`src/hdl/dcd_consts.vh`:
```
// Purpose: shared constants of the two-channel dma unit
// Assumes: included by bare name from the top module, the channel module and the bench; the synchroniser does not use it
// Notes:   register indices are word indices, byte address is index times four
`ifndef DCD_CONSTS_VH
`define DCD_CONSTS_VH

// ----------------------------------------------------------------
// register map (word indices)
// ----------------------------------------------------------------
`define DCD_IDX_CH0_BASE 8'hC0
`define DCD_IDX_CH1_BASE 8'hD0
`define DCD_IDX_CH0_CTRL 8'hCA
`define DCD_IDX_CH1_CTRL 8'hDA
`define DCD_IDX_STATUS 8'hF0
`define DCD_SUB_DST_LO 4'h0
`define DCD_SUB_DST_HI 4'h2
`define DCD_SUB_SRC_LO 4'h4
`define DCD_SUB_SRC_HI 4'h6
`define DCD_SUB_COUNT 4'h8
`define DCD_SUB_CTRL 4'hA

// ----------------------------------------------------------------
// control register fields
// ----------------------------------------------------------------
`define DCD_C_DST_IO 15
`define DCD_C_DST_STEP_HI 14
`define DCD_C_DST_STEP_LO 13
`define DCD_C_SRC_IO 12
`define DCD_C_SRC_STEP_HI 11
`define DCD_C_SRC_STEP_LO 10
`define DCD_C_STOP_TC 9
`define DCD_C_IRQ_EN 8
`define DCD_C_SYNC_HI 7
`define DCD_C_SYNC_LO 6
`define DCD_C_PRIO 5
`define DCD_C_TIMER_EN 4
`define DCD_C_SERIAL 3
`define DCD_C_ARM 1
`define DCD_C_WORD 0
`define DCD_CTRL_WMASK 16'hFFFB
`define DCD_CTRL_RESET 16'h0000

// step and sync encodings
`define DCD_STEP_INC 2'h1
`define DCD_STEP_DEC 2'h2
`define DCD_SYNC_NONE 2'h0
`define DCD_SYNC_SRC 2'h1
`define DCD_SYNC_DST 2'h2

// ----------------------------------------------------------------
// bus cycle timing: four states per bus cycle, two cycles per transfer
// ----------------------------------------------------------------
`define DCD_T1 2'h0
`define DCD_T2 2'h1
`define DCD_T3 2'h2
`define DCD_T4 2'h3
`define DCD_ADDR_W 20
`define DCD_HI_W 4

`endif

```
`src/hdl/dcd_dma.v`:
```
// Purpose: two-channel dma unit with apb registers and system bus master
// Assumes: one clock pclk at 50 MHz, presetn asynchronous active low
// Notes:   system bus inputs share pclk; drq and nmi pins are synchronised
//
// Summary of operation
// - bit 15 picks destination memory or io
// - bits 14:13 step destination address
// - bit 12 picks source memory or io
// - bits 11:10 step source address
// - bit 9 stops channel at terminal count
// - bit 8 raises interrupt on last transfer
// - bits 7:6 choose request synchronisation mode
// - bit 5 sets priority between channels
// - bit 4 accepts timer requests
// - bit 0 selects byte or word transfer
// - dma beats cpu except odd-word or locked
// - cpu memory blocked during dma transfer
// - maskable interrupts never suspend a transfer
// - nmi blocks new transfers, one in progress completes
// - serial port may pace either channel
// - fetch then deposit, eight clocks minimum
// - twenty-bit source and destination addresses
// - sixteen-bit count, ends when exhausted
// - register writes take effect immediately
//
// Implementation choice: register access over APB.
`timescale 1ns/1ps
`default_nettype none
`include "dcd_consts.vh"

module dcd_dma (
  input wire pclk,
  input wire presetn,
  input wire psel,
  input wire penable,
  input wire pwrite,
  input wire [11:0] paddr,
  input wire [31:0] pwdata,
  output reg [31:0] prdata,
  output reg pready,
  output reg pslverr,
  input wire drq0_pin,
  input wire drq1_pin,
  input wire nmi_pin,
  input wire timer_tick,
  input wire serial_rx_req,
  input wire serial_tx_req,
  input wire cpu_lock,
  input wire cpu_odd_word,
  input wire sys_ready,
  input wire [15:0] sys_rdata,
  output reg cpu_block,
  output reg bus_cyc,
  output reg [19:0] bus_addr,
  output reg bus_io,
  output reg bus_wr,
  output reg bus_word,
  output reg [15:0] bus_wdata,
  output reg dma_irq0,
  output reg dma_irq1
);

  // ----------------------------------------------------------------
  // state encoding
  // ----------------------------------------------------------------
  localparam [2:0] S_IDLE = 3'h1;
  localparam [2:0] S_FETCH = 3'h2;
  localparam [2:0] S_DEPOSIT = 3'h4;

  reg [2:0] state_r;
  reg [1:0] tst_r;
  reg chan_r;
  reg [15:0] data_r;
  reg [1:0] timer_pend_r;
  reg [1:0] done_r;
  wire [2:0] pin_sync;
  wire [1:0] drq_s;
  wire nmi_s;
  wire [15:0] ctrl0, ctrl1;
  wire [19:0] src0, src1, dst0, dst1;
  wire [15:0] cnt0, cnt1;
  wire [15:0] cur_ctrl;
  wire [19:0] cur_src, cur_dst;
  wire [15:0] cur_cnt;
  wire [1:0] req;
  wire pick;
  wire start;
  wire [7:0] idx;
  wire aligned;
  wire apb_wr;
  wire [1:0] ch_wr;

  // ----------------------------------------------------------------
  // pin synchronisers
  // ----------------------------------------------------------------
  dcd_sync2 u_sync (
    .pclk(pclk),
    .presetn(presetn),
    .async_in({nmi_pin, drq1_pin, drq0_pin}),
    .sync_out(pin_sync)
  );
  assign drq_s = pin_sync[1:0];
  assign nmi_s = pin_sync[2];

  // ----------------------------------------------------------------
  // apb decode
  // ----------------------------------------------------------------
  assign idx = paddr[9:2];
  assign aligned = (paddr[1:0] == 2'h0) && (paddr[11:10] == 2'h0);
  // write acts on the access-phase edge that sees pready
  assign apb_wr = psel && penable && pready && pwrite && aligned;
  assign ch_wr[0] = apb_wr && (idx[7:4] == `DCD_IDX_CH0_BASE >> 4);
  assign ch_wr[1] = apb_wr && (idx[7:4] == `DCD_IDX_CH1_BASE >> 4);

  dcd_channel u_ch0 (
    .pclk(pclk),
    .presetn(presetn),
    .wr_en(ch_wr[0]),
    .wr_sub(idx[3:0]),
    .wdata(pwdata[15:0]),
    .xfer_done(done_r[0]),
    .ctrl(ctrl0),
    .src_addr(src0),
    .dst_addr(dst0),
    .count(cnt0)
  );

  dcd_channel u_ch1 (
    .pclk(pclk),
    .presetn(presetn),
    .wr_en(ch_wr[1]),
    .wr_sub(idx[3:0]),
    .wdata(pwdata[15:0]),
    .xfer_done(done_r[1]),
    .ctrl(ctrl1),
    .src_addr(src1),
    .dst_addr(dst1),
    .count(cnt1)
  );

  // channel-register read value, shared by both channels
  function [15:0] ch_read;
    input [3:0] sub;
    input [15:0] c;
    input [19:0] s;
    input [19:0] d;
    input [15:0] n;
    begin
      case (sub)
        `DCD_SUB_DST_LO: ch_read = d[15:0];
        `DCD_SUB_DST_HI: ch_read = {12'h000, d[19:16]};
        `DCD_SUB_SRC_LO: ch_read = s[15:0];
        `DCD_SUB_SRC_HI: ch_read = {12'h000, s[19:16]};
        `DCD_SUB_COUNT: ch_read = n;
        `DCD_SUB_CTRL: ch_read = c;
        default: ch_read = 16'h0000;
      endcase
    end
  endfunction

  // valid decode for a word index
  function idx_ok;
    input [7:0] i;
    begin
      idx_ok = ((i[7:4] == (`DCD_IDX_CH0_BASE >> 4)) ||
                (i[7:4] == (`DCD_IDX_CH1_BASE >> 4))) &&
               (i[0] == 1'b0) && (i[3:0] <= `DCD_SUB_CTRL);
      if (i == `DCD_IDX_STATUS)
        idx_ok = 1'b1;
    end
  endfunction

  // one wait state, then answer; unmapped or misaligned gives pslverr
  always @(posedge pclk or negedge presetn) begin
    if (!presetn) begin
      pready <= 1'b0;
      pslverr <= 1'b0;
      prdata <= 32'h00000000;
    end else if (psel && penable && !pready) begin
      pready <= 1'b1;
      pslverr <= !(aligned && idx_ok(idx)) || (pwrite && idx == `DCD_IDX_STATUS);
      if (!pwrite && aligned && idx_ok(idx)) begin
        if (idx == `DCD_IDX_STATUS)
          prdata <= {26'h0000000, nmi_s, state_r != S_IDLE, chan_r,
                     cpu_block, ctrl1[`DCD_C_ARM], ctrl0[`DCD_C_ARM]};
        else if (idx[7:4] == (`DCD_IDX_CH0_BASE >> 4))
          prdata <= {16'h0000, ch_read(idx[3:0], ctrl0, src0, dst0, cnt0)};
        else
          prdata <= {16'h0000, ch_read(idx[3:0], ctrl1, src1, dst1, cnt1)};
      end else
        prdata <= 32'h00000000;
    end else begin
      pready <= 1'b0;
      pslverr <= 1'b0;
    end
  end

  // ----------------------------------------------------------------
  // request generation
  // ----------------------------------------------------------------
  // request of one channel from its control and pacing inputs
  function ch_req;
    input [15:0] c;
    input drq;
    input tpend;
    reg paced;
    begin
      if (c[`DCD_C_SERIAL])
        paced = (c[`DCD_C_SYNC_HI:`DCD_C_SYNC_LO] == `DCD_SYNC_DST) ?
                serial_tx_req : serial_rx_req;
      else
        paced = drq;
      case (c[`DCD_C_SYNC_HI:`DCD_C_SYNC_LO])
        `DCD_SYNC_SRC: ch_req = paced;
        `DCD_SYNC_DST: ch_req = paced;
        default: ch_req = 1'b1;
      endcase
      if (c[`DCD_C_TIMER_EN])
        ch_req = tpend;
      ch_req = ch_req && c[`DCD_C_ARM];
    end
  endfunction

  assign req[0] = ch_req(ctrl0, drq_s[0], timer_pend_r[0]);
  assign req[1] = ch_req(ctrl1, drq_s[1], timer_pend_r[1]);

  // priority: high-priority channel wins a tie; equal goes to channel 0
  assign pick = req[1] && (!req[0] || (ctrl1[`DCD_C_PRIO] && !ctrl0[`DCD_C_PRIO]));

  // start only if cpu not locked or odd-word, and no nmi
  // no maskable interrupt input takes part here
  assign start = (state_r == S_IDLE) && (req != 2'h0) && !nmi_s &&
                 !cpu_lock && !cpu_odd_word && (done_r == 2'h0); // step lands first

  assign cur_ctrl = chan_r ? ctrl1 : ctrl0;
  assign cur_src = chan_r ? src1 : src0;
  assign cur_dst = chan_r ? dst1 : dst0;
  assign cur_cnt = chan_r ? cnt1 : cnt0;

  // timer ticks wait per channel until a transfer consumes them
  always @(posedge pclk or negedge presetn) begin
    if (!presetn)
      timer_pend_r <= 2'h0;
    else begin
      if (timer_tick)
        timer_pend_r <= 2'h3;
      else if (start)
        timer_pend_r[pick] <= 1'b0;
    end
  end

  // ----------------------------------------------------------------
  // transfer engine: fetch bus cycle then deposit bus cycle
  // ----------------------------------------------------------------
  always @(posedge pclk or negedge presetn) begin
    if (!presetn) begin
      state_r <= S_IDLE;
      tst_r <= `DCD_T1;
      chan_r <= 1'b0;
      data_r <= 16'h0000;
      done_r <= 2'h0;
      cpu_block <= 1'b0;
      bus_cyc <= 1'b0;
      bus_addr <= 20'h00000;
      bus_io <= 1'b0;
      bus_wr <= 1'b0;
      bus_word <= 1'b0;
      bus_wdata <= 16'h0000;
      dma_irq0 <= 1'b0;
      dma_irq1 <= 1'b0;
    end else begin
      done_r <= 2'h0;
      dma_irq0 <= 1'b0;
      dma_irq1 <= 1'b0;
      case (state_r)
        S_IDLE: begin
          if (start) begin
            chan_r <= pick;
            state_r <= S_FETCH;
            tst_r <= `DCD_T1;
            // cpu held off memory for the whole transfer
            cpu_block <= 1'b1;
            bus_cyc <= 1'b1;
            bus_wr <= 1'b0;
            bus_addr <= pick ? src1 : src0;
            bus_io <= pick ? ctrl1[`DCD_C_SRC_IO] : ctrl0[`DCD_C_SRC_IO];
            bus_word <= pick ? ctrl1[`DCD_C_WORD] : ctrl0[`DCD_C_WORD];
          end
        end
        S_FETCH: begin
          // four clocks minimum per bus cycle
          case (tst_r)
            `DCD_T3: begin
              if (sys_ready) begin
                tst_r <= `DCD_T4;
                // byte from odd address comes on the high lane
                if (!bus_word && bus_addr[0])
                  data_r <= {sys_rdata[15:8], sys_rdata[15:8]};
                else if (!bus_word)
                  data_r <= {sys_rdata[7:0], sys_rdata[7:0]};
                else
                  data_r <= sys_rdata;
              end
            end
            `DCD_T4: begin
              state_r <= S_DEPOSIT;
              tst_r <= `DCD_T1;
              bus_wr <= 1'b1;
              bus_addr <= cur_dst;
              bus_io <= cur_ctrl[`DCD_C_DST_IO];
              bus_word <= cur_ctrl[`DCD_C_WORD];
              bus_wdata <= data_r;
            end
            default: tst_r <= tst_r + 2'h1;
          endcase
        end
        S_DEPOSIT: begin
          case (tst_r)
            `DCD_T3: begin
              if (sys_ready)
                tst_r <= `DCD_T4;
            end
            `DCD_T4: begin
              state_r <= S_IDLE;
              tst_r <= `DCD_T1;
              bus_cyc <= 1'b0;
              bus_wr <= 1'b0;
              cpu_block <= 1'b0;
              done_r[chan_r] <= 1'b1;
              // interrupt when the count runs out
              if (cur_ctrl[`DCD_C_IRQ_EN] && cur_cnt == 16'h0001) begin
                dma_irq0 <= !chan_r;
                dma_irq1 <= chan_r;
              end
            end
            default: tst_r <= tst_r + 2'h1;
          endcase
        end
        default: begin
          state_r <= S_IDLE;
          bus_cyc <= 1'b0;
          cpu_block <= 1'b0;
        end
      endcase
    end
  end

endmodule // dcd_dma

`default_nettype wire

```
`src/hdl/dcd_sync2.v`:
```
// Purpose: two-flop synchroniser for the request and nmi pins
// Assumes: inputs are asynchronous to pclk
// Notes:   first stage feeds only the second stage
`timescale 1ns/1ps
`default_nettype none

module dcd_sync2 (
  input wire pclk,
  input wire presetn,
  input wire [2:0] async_in,
  output wire [2:0] sync_out
);

  reg [2:0] meta_r;
  reg [2:0] sync_r;

  // two stages, reset to inactive
  always @(posedge pclk or negedge presetn) begin
    if (!presetn) begin
      meta_r <= 3'h0;
      sync_r <= 3'h0;
    end else begin
      meta_r <= async_in;
      sync_r <= meta_r;
    end
  end

  assign sync_out = sync_r;

endmodule // dcd_sync2

`default_nettype wire

```
`src/hdl/dcd_channel.v`:
```
// Purpose: register set and address stepping of one dma channel
// Assumes: writes come from the apb slave in the top module
// Notes:   a software write in the same cycle as a step wins
`timescale 1ns/1ps
`default_nettype none
`include "dcd_consts.vh"

module dcd_channel (
  input wire pclk,
  input wire presetn,
  input wire wr_en,
  input wire [3:0] wr_sub,
  input wire [15:0] wdata,
  input wire xfer_done,
  output wire [15:0] ctrl,
  output wire [19:0] src_addr,
  output wire [19:0] dst_addr,
  output wire [15:0] count
);

  reg [15:0] ctrl_r;
  reg [19:0] src_r;
  reg [19:0] dst_r;
  reg [15:0] cnt_r;
  wire [15:0] cnt_nxt;
  wire stop_now;

  // step an address by one byte or one word, up, down or not at all
  function [19:0] step_addr;
    input [19:0] addr;
    input [1:0] mode;
    input word;
    reg [19:0] amt;
    begin
      amt = word ? 20'h00002 : 20'h00001;
      if (mode == `DCD_STEP_INC)
        step_addr = addr + amt;
      else if (mode == `DCD_STEP_DEC)
        step_addr = addr - amt;
      else
        step_addr = addr;
    end
  endfunction

  assign cnt_nxt = cnt_r - 16'h0001;
  assign stop_now = ctrl_r[`DCD_C_STOP_TC] && (cnt_nxt == 16'h0000);

  always @(posedge pclk or negedge presetn) begin
    if (!presetn) begin
      ctrl_r <= `DCD_CTRL_RESET;
      src_r <= 20'h00000;
      dst_r <= 20'h00000;
      cnt_r <= 16'h0000;
    end else begin
      if (xfer_done) begin
        dst_r <= step_addr(dst_r, ctrl_r[`DCD_C_DST_STEP_HI:`DCD_C_DST_STEP_LO],
                           ctrl_r[`DCD_C_WORD]);
        src_r <= step_addr(src_r, ctrl_r[`DCD_C_SRC_STEP_HI:`DCD_C_SRC_STEP_LO],
                           ctrl_r[`DCD_C_WORD]);
        cnt_r <= cnt_nxt;
        if (stop_now)
          ctrl_r[`DCD_C_ARM] <= 1'b0;
      end
      if (wr_en) begin
        case (wr_sub)
          `DCD_SUB_DST_LO: dst_r[15:0] <= wdata;
          `DCD_SUB_DST_HI: dst_r[19:16] <= wdata[`DCD_HI_W-1:0];
          `DCD_SUB_SRC_LO: src_r[15:0] <= wdata;
          `DCD_SUB_SRC_HI: src_r[19:16] <= wdata[`DCD_HI_W-1:0];
          `DCD_SUB_COUNT: cnt_r <= wdata;
          `DCD_SUB_CTRL: ctrl_r <= wdata & `DCD_CTRL_WMASK;
          default: ;
        endcase
      end
    end
  end

  assign ctrl = ctrl_r;
  assign src_addr = src_r;
  assign dst_addr = dst_r;
  assign count = cnt_r;

endmodule // dcd_channel

`default_nettype wire

```
`config.mk`:
```
export PLATFORM = sky130hd
export DESIGN_NAME = dcd_dma
export DESIGN_NICKNAME = d
export VERILOG_FILES = /design/src/hdl/dcd_dma.v /design/src/hdl/dcd_sync2.v /design/src/hdl/dcd_channel.v
export VERILOG_INCLUDE_DIRS = /design/src /design/src/hdl
export SDC_FILE = /design/constraint.sdc
export NUM_CORES = 1
export LEC_CHECK = 0
export BUFFER_PORTS_ARGS = -buffer_cell sky130_fd_sc_hd__buf_4
export CORE_ASPECT_RATIO = 0.75
export CORE_MARGIN = 2
export CORE_UTILIZATION = 52
export DETAILED_ROUTE_END_ITERATION = 12
export PLACE_DENSITY = 0.72
export SLEW_MARGIN = 20
export SYNTH_ARGS = -nofsm -noshare
export SYNTH_HDL_FRONTEND = slang
export SYNTH_SLANG_ARGS = --single-unit
```
`constraint.sdc`:
```
create_clock -name pclk -period 5.31 [get_ports pclk]
set_input_delay 0.531 -clock pclk [delete_from_list [all_inputs] [get_ports pclk]]
set_output_delay 0.531 -clock pclk [all_outputs]
set_load 0.05 [all_outputs]
```
After elaboration in Yosys (flattened, before gate mapping)
Cells that the tools add are included.
- add/sub/neg operators: 11
- $lt $le $gt $ge: 5
- equality and inequality tests: 31
- muxes and demuxes: 102
- bitwise operators: 4
- reduce and logical (&&, ||, !) cells: 66
- operator list (operator ; count):
    $mux W20 ; 20
    $mux W16 ; 16
    $pmux W16 S6 ; 2
    $add A20 B20 Y20 ; 3
    $sub A20 B20 Y20 ; 3
    $pmux W20 S2 ; 1
    $mux W1 ; 34
    $logic_not A16 Y1 ; 2
    $mux W32 ; 1
    $sub A16 B1 Y16 const B ; 2
    $logic_and A1 B1 Y1 ; 29
    $mux W2 ; 12
    $add A20 B2 Y20 ; 1
    $sub A20 B2 Y20 ; 1
    $eq A16 B1 Y1 const B ; 1
    $eq A2 B2 Y1 const B ; 8
    $eq A4 B4 Y1 const B ; 4
    $mux W4 ; 4
    $reduce_and A3 Y1 ; 5
    $eq A2 B1 Y1 const B ; 6
    $logic_not A1 Y1 ; 10
    $mux W3 ; 3
    $pmux W3 S3 ; 1
    $eq A4 B3 Y1 const B ; 2
    27 further kinds ; 48
- register bits after elaboration: 250
- input bits: 74
- output and inout port bits: 77
- word-level logic and storage cells: 248

Depth between registers and ports, before layout
Gate-level depths: netlist of run 1.
- word-level depth: 17
- gate-level depth with buffers: 10

Cells and area by module
From an unflattened synthesis of run 1, not the netlist that was laid out.
- cells, all modules: 1726
- area, all modules: 15503.6 um^2
- modules (own cells, without submodules) (module ; instances ; cells an instance ; area an instance (um^2) ; sequential area each (um^2)):
    dcd_dma ; 1 ; 593 ; 5670.4 ; 2153.3
    dcd_channel (u_ch0) ; 1 ; 595 ; 4999.8 ; 1776.7
    dcd_channel (u_ch1) ; 1 ; 532 ; 4683.2 ; 1776.7
    dcd_sync2 ; 1 ; 6 ; 150.1 ; 150.1

Worst setup path after synthesis of run 1
Ideal clock, no wire load.
- path kind: reg-to-reg
- start point: register u_ch1.ctrl_r[0] (netlist: u_ch1.ctrl[0])
- end point: register u_ch1.dst_r[18] (netlist: u_ch1.dst_addr[18])
- setup time: 0.130 ns
- data arrival time: 2.639 ns
- data required time: 5.180 ns
- slack: 2.541 ns
- cell stages (with the launch flop): 10
- buffers on the path: 0
- clock period less this slack: 2.769 ns
- cell sequence: dfrtp_1 -> inv_1 -> ha_1 -> fa_1 -> nand4bb_1 -> or4_1 -> a2111oi_1 -> nand2_1 -> xnor2_1 -> a21oi_1
- word-level cells in the longest chain between the ends: 7
- elaborated cells on any way between the ends: 8
- classes of those cells: add/sub: 2; mux: 6
- ends and longest elaborated chain (what ; RTL line ; text):
    start, declared ; dcd_channel.v:21 ; reg [15:0] ctrl_r;
    start signal, assigned ; dcd_channel.v:50 ; ctrl_r <= `DCD_CTRL_RESET;
    start signal, assigned ; dcd_channel.v:71 ; `DCD_SUB_CTRL: ctrl_r <= wdata & `DCD_CTRL_WMASK;
    $mux W2 * ; dcd_channel.v:35 ; amt = word ? 20'h00002 : 20'h00001;
    $sub A20 B2 Y20 ; dcd_channel.v:39 ; step_addr = addr - amt;
    $mux W20 ; dcd_channel.v:38 ; else if (mode == `DCD_STEP_DEC)
    $mux W20 * ; dcd_channel.v:36 ; if (mode == `DCD_STEP_INC)
    $mux W20 * ; dcd_channel.v:55 ; if (xfer_done) begin
    $mux W4 ; dcd_channel.v:65 ; case (wr_sub)
    $mux W20 * ; dcd_channel.v:64 ; if (wr_en) begin
    end signal, assigned ; dcd_channel.v:56 ; dst_r <= step_addr(dst_r, ctrl_r[`DCD_C_DST_STEP_HI:`DCD_C_DST_STEP_LO],
    end signal, assigned ; dcd_channel.v:67 ; `DCD_SUB_DST_HI: dst_r[19:16] <= wdata[`DCD_HI_W-1:0];
    end, declared ; dcd_channel.v:23 ; reg [19:0] dst_r;
Mark *: on every way between the ends. The rest lies on a longest branch, timed or not.
A chain may end at the register's enable or synchronous reset.

Worst setup path in the final report of run 1
Ends and elaborated chain as after synthesis.

==> out/metrics.csv, run 1 <==
metric;value;unit
worst_pin_slew;1.16;ns
clk_pin_slew_worst_paths;0.07;ns
grt_util_all_layers;0.338;
path_common_cell;inv_1;
post_cts_buffers;0;
drive_gt1_frac;0.126;
fmax;299;MHz
synth_top_cell_by_area;dfrtp_1;
yosysSeqAreaShare;0.385;
numCtsBuffers;25;
hold_ws;0.0102;ns
grt_pass1_vias;12700;
ys.flop_type;dfrtp_1;
yosys_warnings;0;
path_depth;10;
critPathTopFamily;simple AND/OR/NAND/NOR gates;
fillers;2636;
avgSynthCellArea;8.39;µm²
ys_top_cells_by_area;dfrtp_1 (38%), a21oi_1 (7.4%), nor2_1 (6.0%), mux2i_1 (4.5%), nand2_1 (4.2%);
grt.overflow.total;0;
ys_ff_latch;234;
leakage;0.00688;µW
place_area;16100;µm²
cts_tree;done;
crit_path_max_fanout;9;
async_reset_ff_frac;1.00;
placementRows;54;
first_pass_iters;6;
fin_nets;1922;
routedWlPerCell;23.7;µm
ant_nets;0;
clkSinkCount;234;
cp_cell_sequence;inv_1 -> ha_1 -> inv_1 -> fa_1 -> nor3b_1 -> nand3_1 -> a2111oi_1 -> nand2_1 -> xnor2_1 -> a21oi_1;
synth_top_area_share;0.383;
crit_type;register to register;
antenna_found_initial;0;
critPathLaunchType;register;
slowest_delay;0.64;ns
vdd_ir_drop_max;0.000191;V
num_vias;14000;
hold_buffers;0;
cap_violations;0;
ff2ff_setup_slack;1.97;ns
layout_min_cycle_time;3.34;ns
hold_viol;0;
worst-path-buf-inv;2;
root_buffer;clkbuf_16;
grt_max_degree;126;
die_area;30700;µm²
fin_area;17000;µm²
area_growth;11.4;%
avgViaCountPerCell;6.30;
r2r-start;u_ch1.ctrl[0];
core_area;28900;µm²
portBuffers;118;
dp_hpwl;36.8;mm
wirelength;52.7;mm
htreeDepth;1;
initial_core_util;0.527;
globalplace.congestion;1.02;
critical_path.startpoint;u_ch1.ctrl[0];
p_total;3950;µW
max-slew-margin-rel;0.223;
period_share;0.629;
worstSetupEndpointType;register;
syn_inst;1814;
cts_resized;0;
rr_worst_depth;10;
die_y;152;µm
min_path_type;primary input to asynchronous set/reset pin;
rsz0062_at_grt;false;
drt_iter0_drc;1714;
crit_end;u_ch1.dst_addr[18];
syn-cell-area;15200;µm²
clk-insertion-delay-late;0.54;ns
powerDensity;233;nW/µm²
cp_data_required_time;5.73;ns
synth_top_cells_by_count;nor2_1 (242), dfrtp_1 (233), a21oi_1 (224), nand2_1 (169), clkbuf_1 (127);
synth-edff-count;0;
yosysUniqueCellTypes;83;
skew;0.00983;ns
die_w;202;µm
grt_pass1_wl;79.1;mm
cts_max_path_buffers;3;
setup_viol;0;
status;finished clean;
drc;0;
arrival;3.76;ns
regToRegEndpoint;u_ch1.dst_addr[18];
finalMaxSlewViolations;0;
yosysMostFrequentCell;nor2_1;
ioPinCount;151;
cp_slowest_cell;a2111oi_1;
finalSetupTns;0;ns
-- cells in the final DEF (no fill, tap or decap), types with 6 or more instances in the layout --
cell type	count
o211ai_1	7
fa_1	8
nor3b_1	12
conb_1	16
and3_1	14
a21oi_1	224
or3_1	15
nand2b_1	18
nor4_1	31
nand3_1	38
o41ai_1	6
xnor2_1	57
nand4_1	10
o21ai_0	81
and2_1	7
mux2_1	10
xor2_1	51
or2_2	7
clkbuf_16	25
o32ai_1	7
inv_1	36
buf_4	128
ha_1	24
o22ai_1	20
or4_1	13
a22oi_1	14
nor2_1	241
mux2_2	36
nand2_1	169
nand3b_1	8
a221oi_1	22
mux2i_1	69
nor3_1	44
nor2b_1	17
dfrtp_1	233
-- how the worst min path moves through the flow --
stage                      from                  to  cells after the start
6_report                presetn            dma_irq1                      1
5_1_grt                 presetn            dma_irq1                      1
4_1_cts                 presetn            dma_irq1                      1
3_5_place_dp   u_sync.meta_r[1]  u_sync.sync_out[1]                      0
3_3_place_gp   u_sync.meta_r[0]  u_sync.sync_out[0]                      0
2_1_floorplan           presetn         bus_addr[0]                      0
-- layer usage --
metal,part of all wire,up-vias,track usage
li1,-,6375,-
met1,0.43,6753,0.502
met2,0.41,803,0.476
met3,0.13,100,0.0999
met4,0.029,0,0.0942
met5,0,-,0
-- per-stage QoR --
| step | instances | setup WS [ns] | utilization |
|---|---|---|---|
| floorplan | 1829 | 2.54 | - |
| global placement | 2181 | 1.95 | 0.556 |
| detailed placement | 2181 | 1.87 | 0.556 |
| CTS | 2226 | 2.00 | 0.586 |
| global route | 2226 | 1.73 | 0.587 |
| finish | 2227 | 1.97 | 0.587 |
-- report_power, final --
part	total (µW)	internal, µW	switching (µW)
clock	1930	1150	775
sequential	1790	1790	2.90
combinational	235	58.3	177
-- area by class of cell --
cell class / count / area, µm² / area share
sequential: 234 / 5860 / 0.345
tap: 392 / 490 / 0.0289
clock buffer: 30 / 674 / 0.0398
multi-input combinational: 1389 / 8590 / 0.506
clock inverter: 15 / 218 / 0.0128
timing repair buffer: 130 / 996 / 0.0587
inverter: 36 / 135 / 0.00797
antenna: 1 / 2.50 / 0.000148
-- sequential cells by signal, summed over array words and instances, names as in the netlist, 20 cells and up --
name            count
u_ch0.src_addr     20
u_ch1.dst_addr     20
bus_addr           20
u_ch1.src_addr     20
u_ch0.dst_addr     20
-- kinds of logic (layout without fill, tap and decap cells) --
kind of cell | after synthesis | count (layout) | share of synthesized area
adders and majority gates | 32 | 32 | 0.0302
and+or+nand+nor | 675 | 675 | 0.213
buffers and inverters | 206 | 211 | 0.0564
muxes | 116 | 116 | 0.0808
DFF | 234 | 234 | 0.385
xor gates and xnor gates | 108 | 108 | 0.0621
AOI/OAI and AO/OA | 442 | 442 | 0.173
other | 1 | 17 | 0.000246
No activity file was read; power rests on OpenSTA's default activity.
==> run 2, diff against run 1 <==
==> constraint.sdc (replaced) <==
create_clock -name pclk -period 3.25 [get_ports pclk]
set_input_delay 0.325 -clock pclk [delete_from_list [all_inputs] [get_ports pclk]]
set_output_delay 0.325 -clock pclk [all_outputs]
set_load 0.05 [all_outputs]
==> run 2 against run 1 <==
  * Worst setup slack got worse by 1.6 ns
  * Flip-flop and latch count unchanged
  * Die area unchanged
==> out/metrics.csv, run 2 (synthesis results as in run 1) <==
metric;value;unit;change
vdd_ir_drop_max;0.000385;V;was 0.000191 V
die_y;152;µm;unchanged
finalNonFillerCells;2266;;was 2227
clk-insertion-delay-late;0.54;ns;about the same
cts_max_path_buffers;3;;unchanged
clk_pin_slew_worst_paths;0.06;ns;was 0.07 ns
finalSetupTns;0;ns;unchanged
setup_viol;0;;unchanged
hold_viol;0;;unchanged
setup_ws;0.360;ns;was 1.97 ns
ioPinCount;151;;unchanged
placementRows;54;;unchanged
drive_gt1_frac;0.141;;was 0.126
num_vias;14200;;was 14000
post-route-util;0.596;;was 0.587
met1_usage;0.515;;was 0.502
area_growth;13.2;%;was 11.4%
crit_type;register to register;;unchanged
cts_tree;done;;unchanged
critPathLaunchType;register;;unchanged
skew;0.0113;ns;was 0.00983 ns
hold_ws;0.0855;ns;was 0.0102 ns
finalMaxSlewViolations;0;;unchanged
grt_busiest_layer;met1;;unchanged
layout_min_cycle_time;2.89;ns;was 3.34 ns
fmax;346;MHz;was 299 MHz
core_area;28900;µm²;unchanged
most-common-layout-cells;nor2_1 (240), dfrtp_1 (233), a21oi_1 (224);;was nor2_1 (241), dfrtp_1 (233), a21oi_1 (224)
period_share;0.889;;was 0.629
max-slew-margin-rel;0.241;;was 0.223
leakage;0.00706;µW;was 0.00688 µW
drc;0;;unchanged
clkSinkCount;234;;unchanged
final_common_cell;nor2_1;;unchanged
globalplace.congestion;1.03;;was 1.02
min_path_type;primary input to register;;was primary input to asynchronous set/reset pin
first_pass_iters;7;;was 6
grt_max_degree;81;;was 126
avgViaCountPerCell;6.28;;was 6.30
place_ws;0.427;ns;was 1.87 ns
grt_util_all_layers;0.351;;was 0.338
portBuffers;118;;unchanged
worst_pin_slew;1.14;ns;was 1.16 ns
powerDensity;361;nW/µm²;was 233 nW/µm²
wirelength;54.3;mm;was 52.7 mm
arrival;3.32;ns;was 3.76 ns
numCtsBuffers;25;;unchanged
die_w;202;µm;unchanged
met2_usage;0.493;;was 0.476
cap_violations;0;;unchanged
drt_iter0_drc;1636;;was 1714
antenna_found_initial;1;;was 0
die_area;30700;µm²;unchanged
initial_core_util;0.527;;unchanged
ant_nets;0;;unchanged
grt.overflow.total;0;;unchanged
routedWlPerCell;24.0;µm;was 23.7 µm
rsz0062_at_grt;false;;unchanged
htreeDepth;1;;unchanged
cp_data_required_time;3.68;ns;was 5.73 ns
grt_pass1_vias;13300;;was 12700
place_inst;2218;;was 2181
grt_pass1_wl;81.9;mm;was 79.1 mm
fin_nets;1964;;was 1922
root_buffer;clkbuf_16;;unchanged
worstSetupEndpointType;register;;unchanged
status;finished clean;;unchanged
crit_path_max_fanout;8;;was 9
grtUsageMet3;0.108;;was 0.0999
dp_hpwl;38.4;mm;was 36.8 mm
-- run 2: changes by cell type in the layout (fill, tap and decap cells not counted), moves of 2 or more --
cell,before,now
inv_6,2,0
bufinv_16,5,2
clkinv_2,4,6
clkinvlp_4,4,0
buf_12,1,3
buf_4,128,163
dlygate4sd3_1,0,5
clkbuf_8,3,6
-- run 2: cell type report --
| class | instances | area (µm²) |
|---|---|---|
| antenna | 1 | 2.50 |
| fill | 2629 | 11700 |
| inverter | 36 | 135 |
| sequential | 234 | 5860 |
| tap | 392 | 490 |
| clock inverter | 8 | 90.1 |
| timing repair buffer | 172 | 1350 |
| clock buffer | 34 | 719 |
| multi-input combinational | 1389 | 8590 |
-- run 2: critical path: stages (launching register included) --
cell and delay [ns]:
dfrtp_1 0.38, inv_1 0.34, ha_1 0.24, inv_1 0.06, fa_1 0.37, nor3b_1 0.41, and3_1 0.22, o21ai_1 0.21
nor4_1 0.31, xnor2_1 0.16, a21oi_1 0.08
-- run 2: what timing repair did --
action                                 in CTS  in global routing
endpoints found under the hold margin      80                  0
setup buffers                               0                  0
gates resized for setup                     0                  0
hold buffers                                5                  0
-- run 2: where the power goes --
| part | switching [µW] | internal [µW] | total, µW |
|---|---|---|---|
| Sequential | 4.76 | 2920 | 2920 |
| Combinational | 295 | 106 | 401 |
| Clock | 1210 | 1690 | 2900 |
-- run 2: per-layer routing --
| metal | vias to the layer above | part of all wire |
|---|---|---|
| met4 | 2 | 0.036 |
| met3 | 122 | 0.12 |
| li1 | 6440 | - |
| met1 | 6873 | 0.43 |
| met2 | 803 | 0.41 |
| met5 | - | 0.0016 |
-- run 2: final timing paths --
kind / start / endpoint / slack, ns / depth (start not counted)
setup / recovery: u_ch0.ctrl[0] / u_ch0.dst_addr[18] / 0.36 / 10
hold / removal: sys_rdata[15] / data_r[15] / 0.09 / 3
setup reg to reg: u_ch0.ctrl[0] / u_ch0.dst_addr[18] / 0.36 / 10
hold reg to reg: u_sync.meta_r[2] / u_sync.sync_out[2] / 0.35 / 0
max in group asynchronous: presetn / bus_addr[19] / 2.02 / 3
min in group asynchronous: presetn / bus_wr / 0.36 / 2
-- run 2: metrics by stage --
step / instance area [µm²] / total power [µW]
detailed placement: 16400 / 3360
finish: 17200 / 6230
global route: 17200 / 6380
global placement: 16400 / 3360
floorplan: 15300 / 3150
CTS: 17200 / 6250
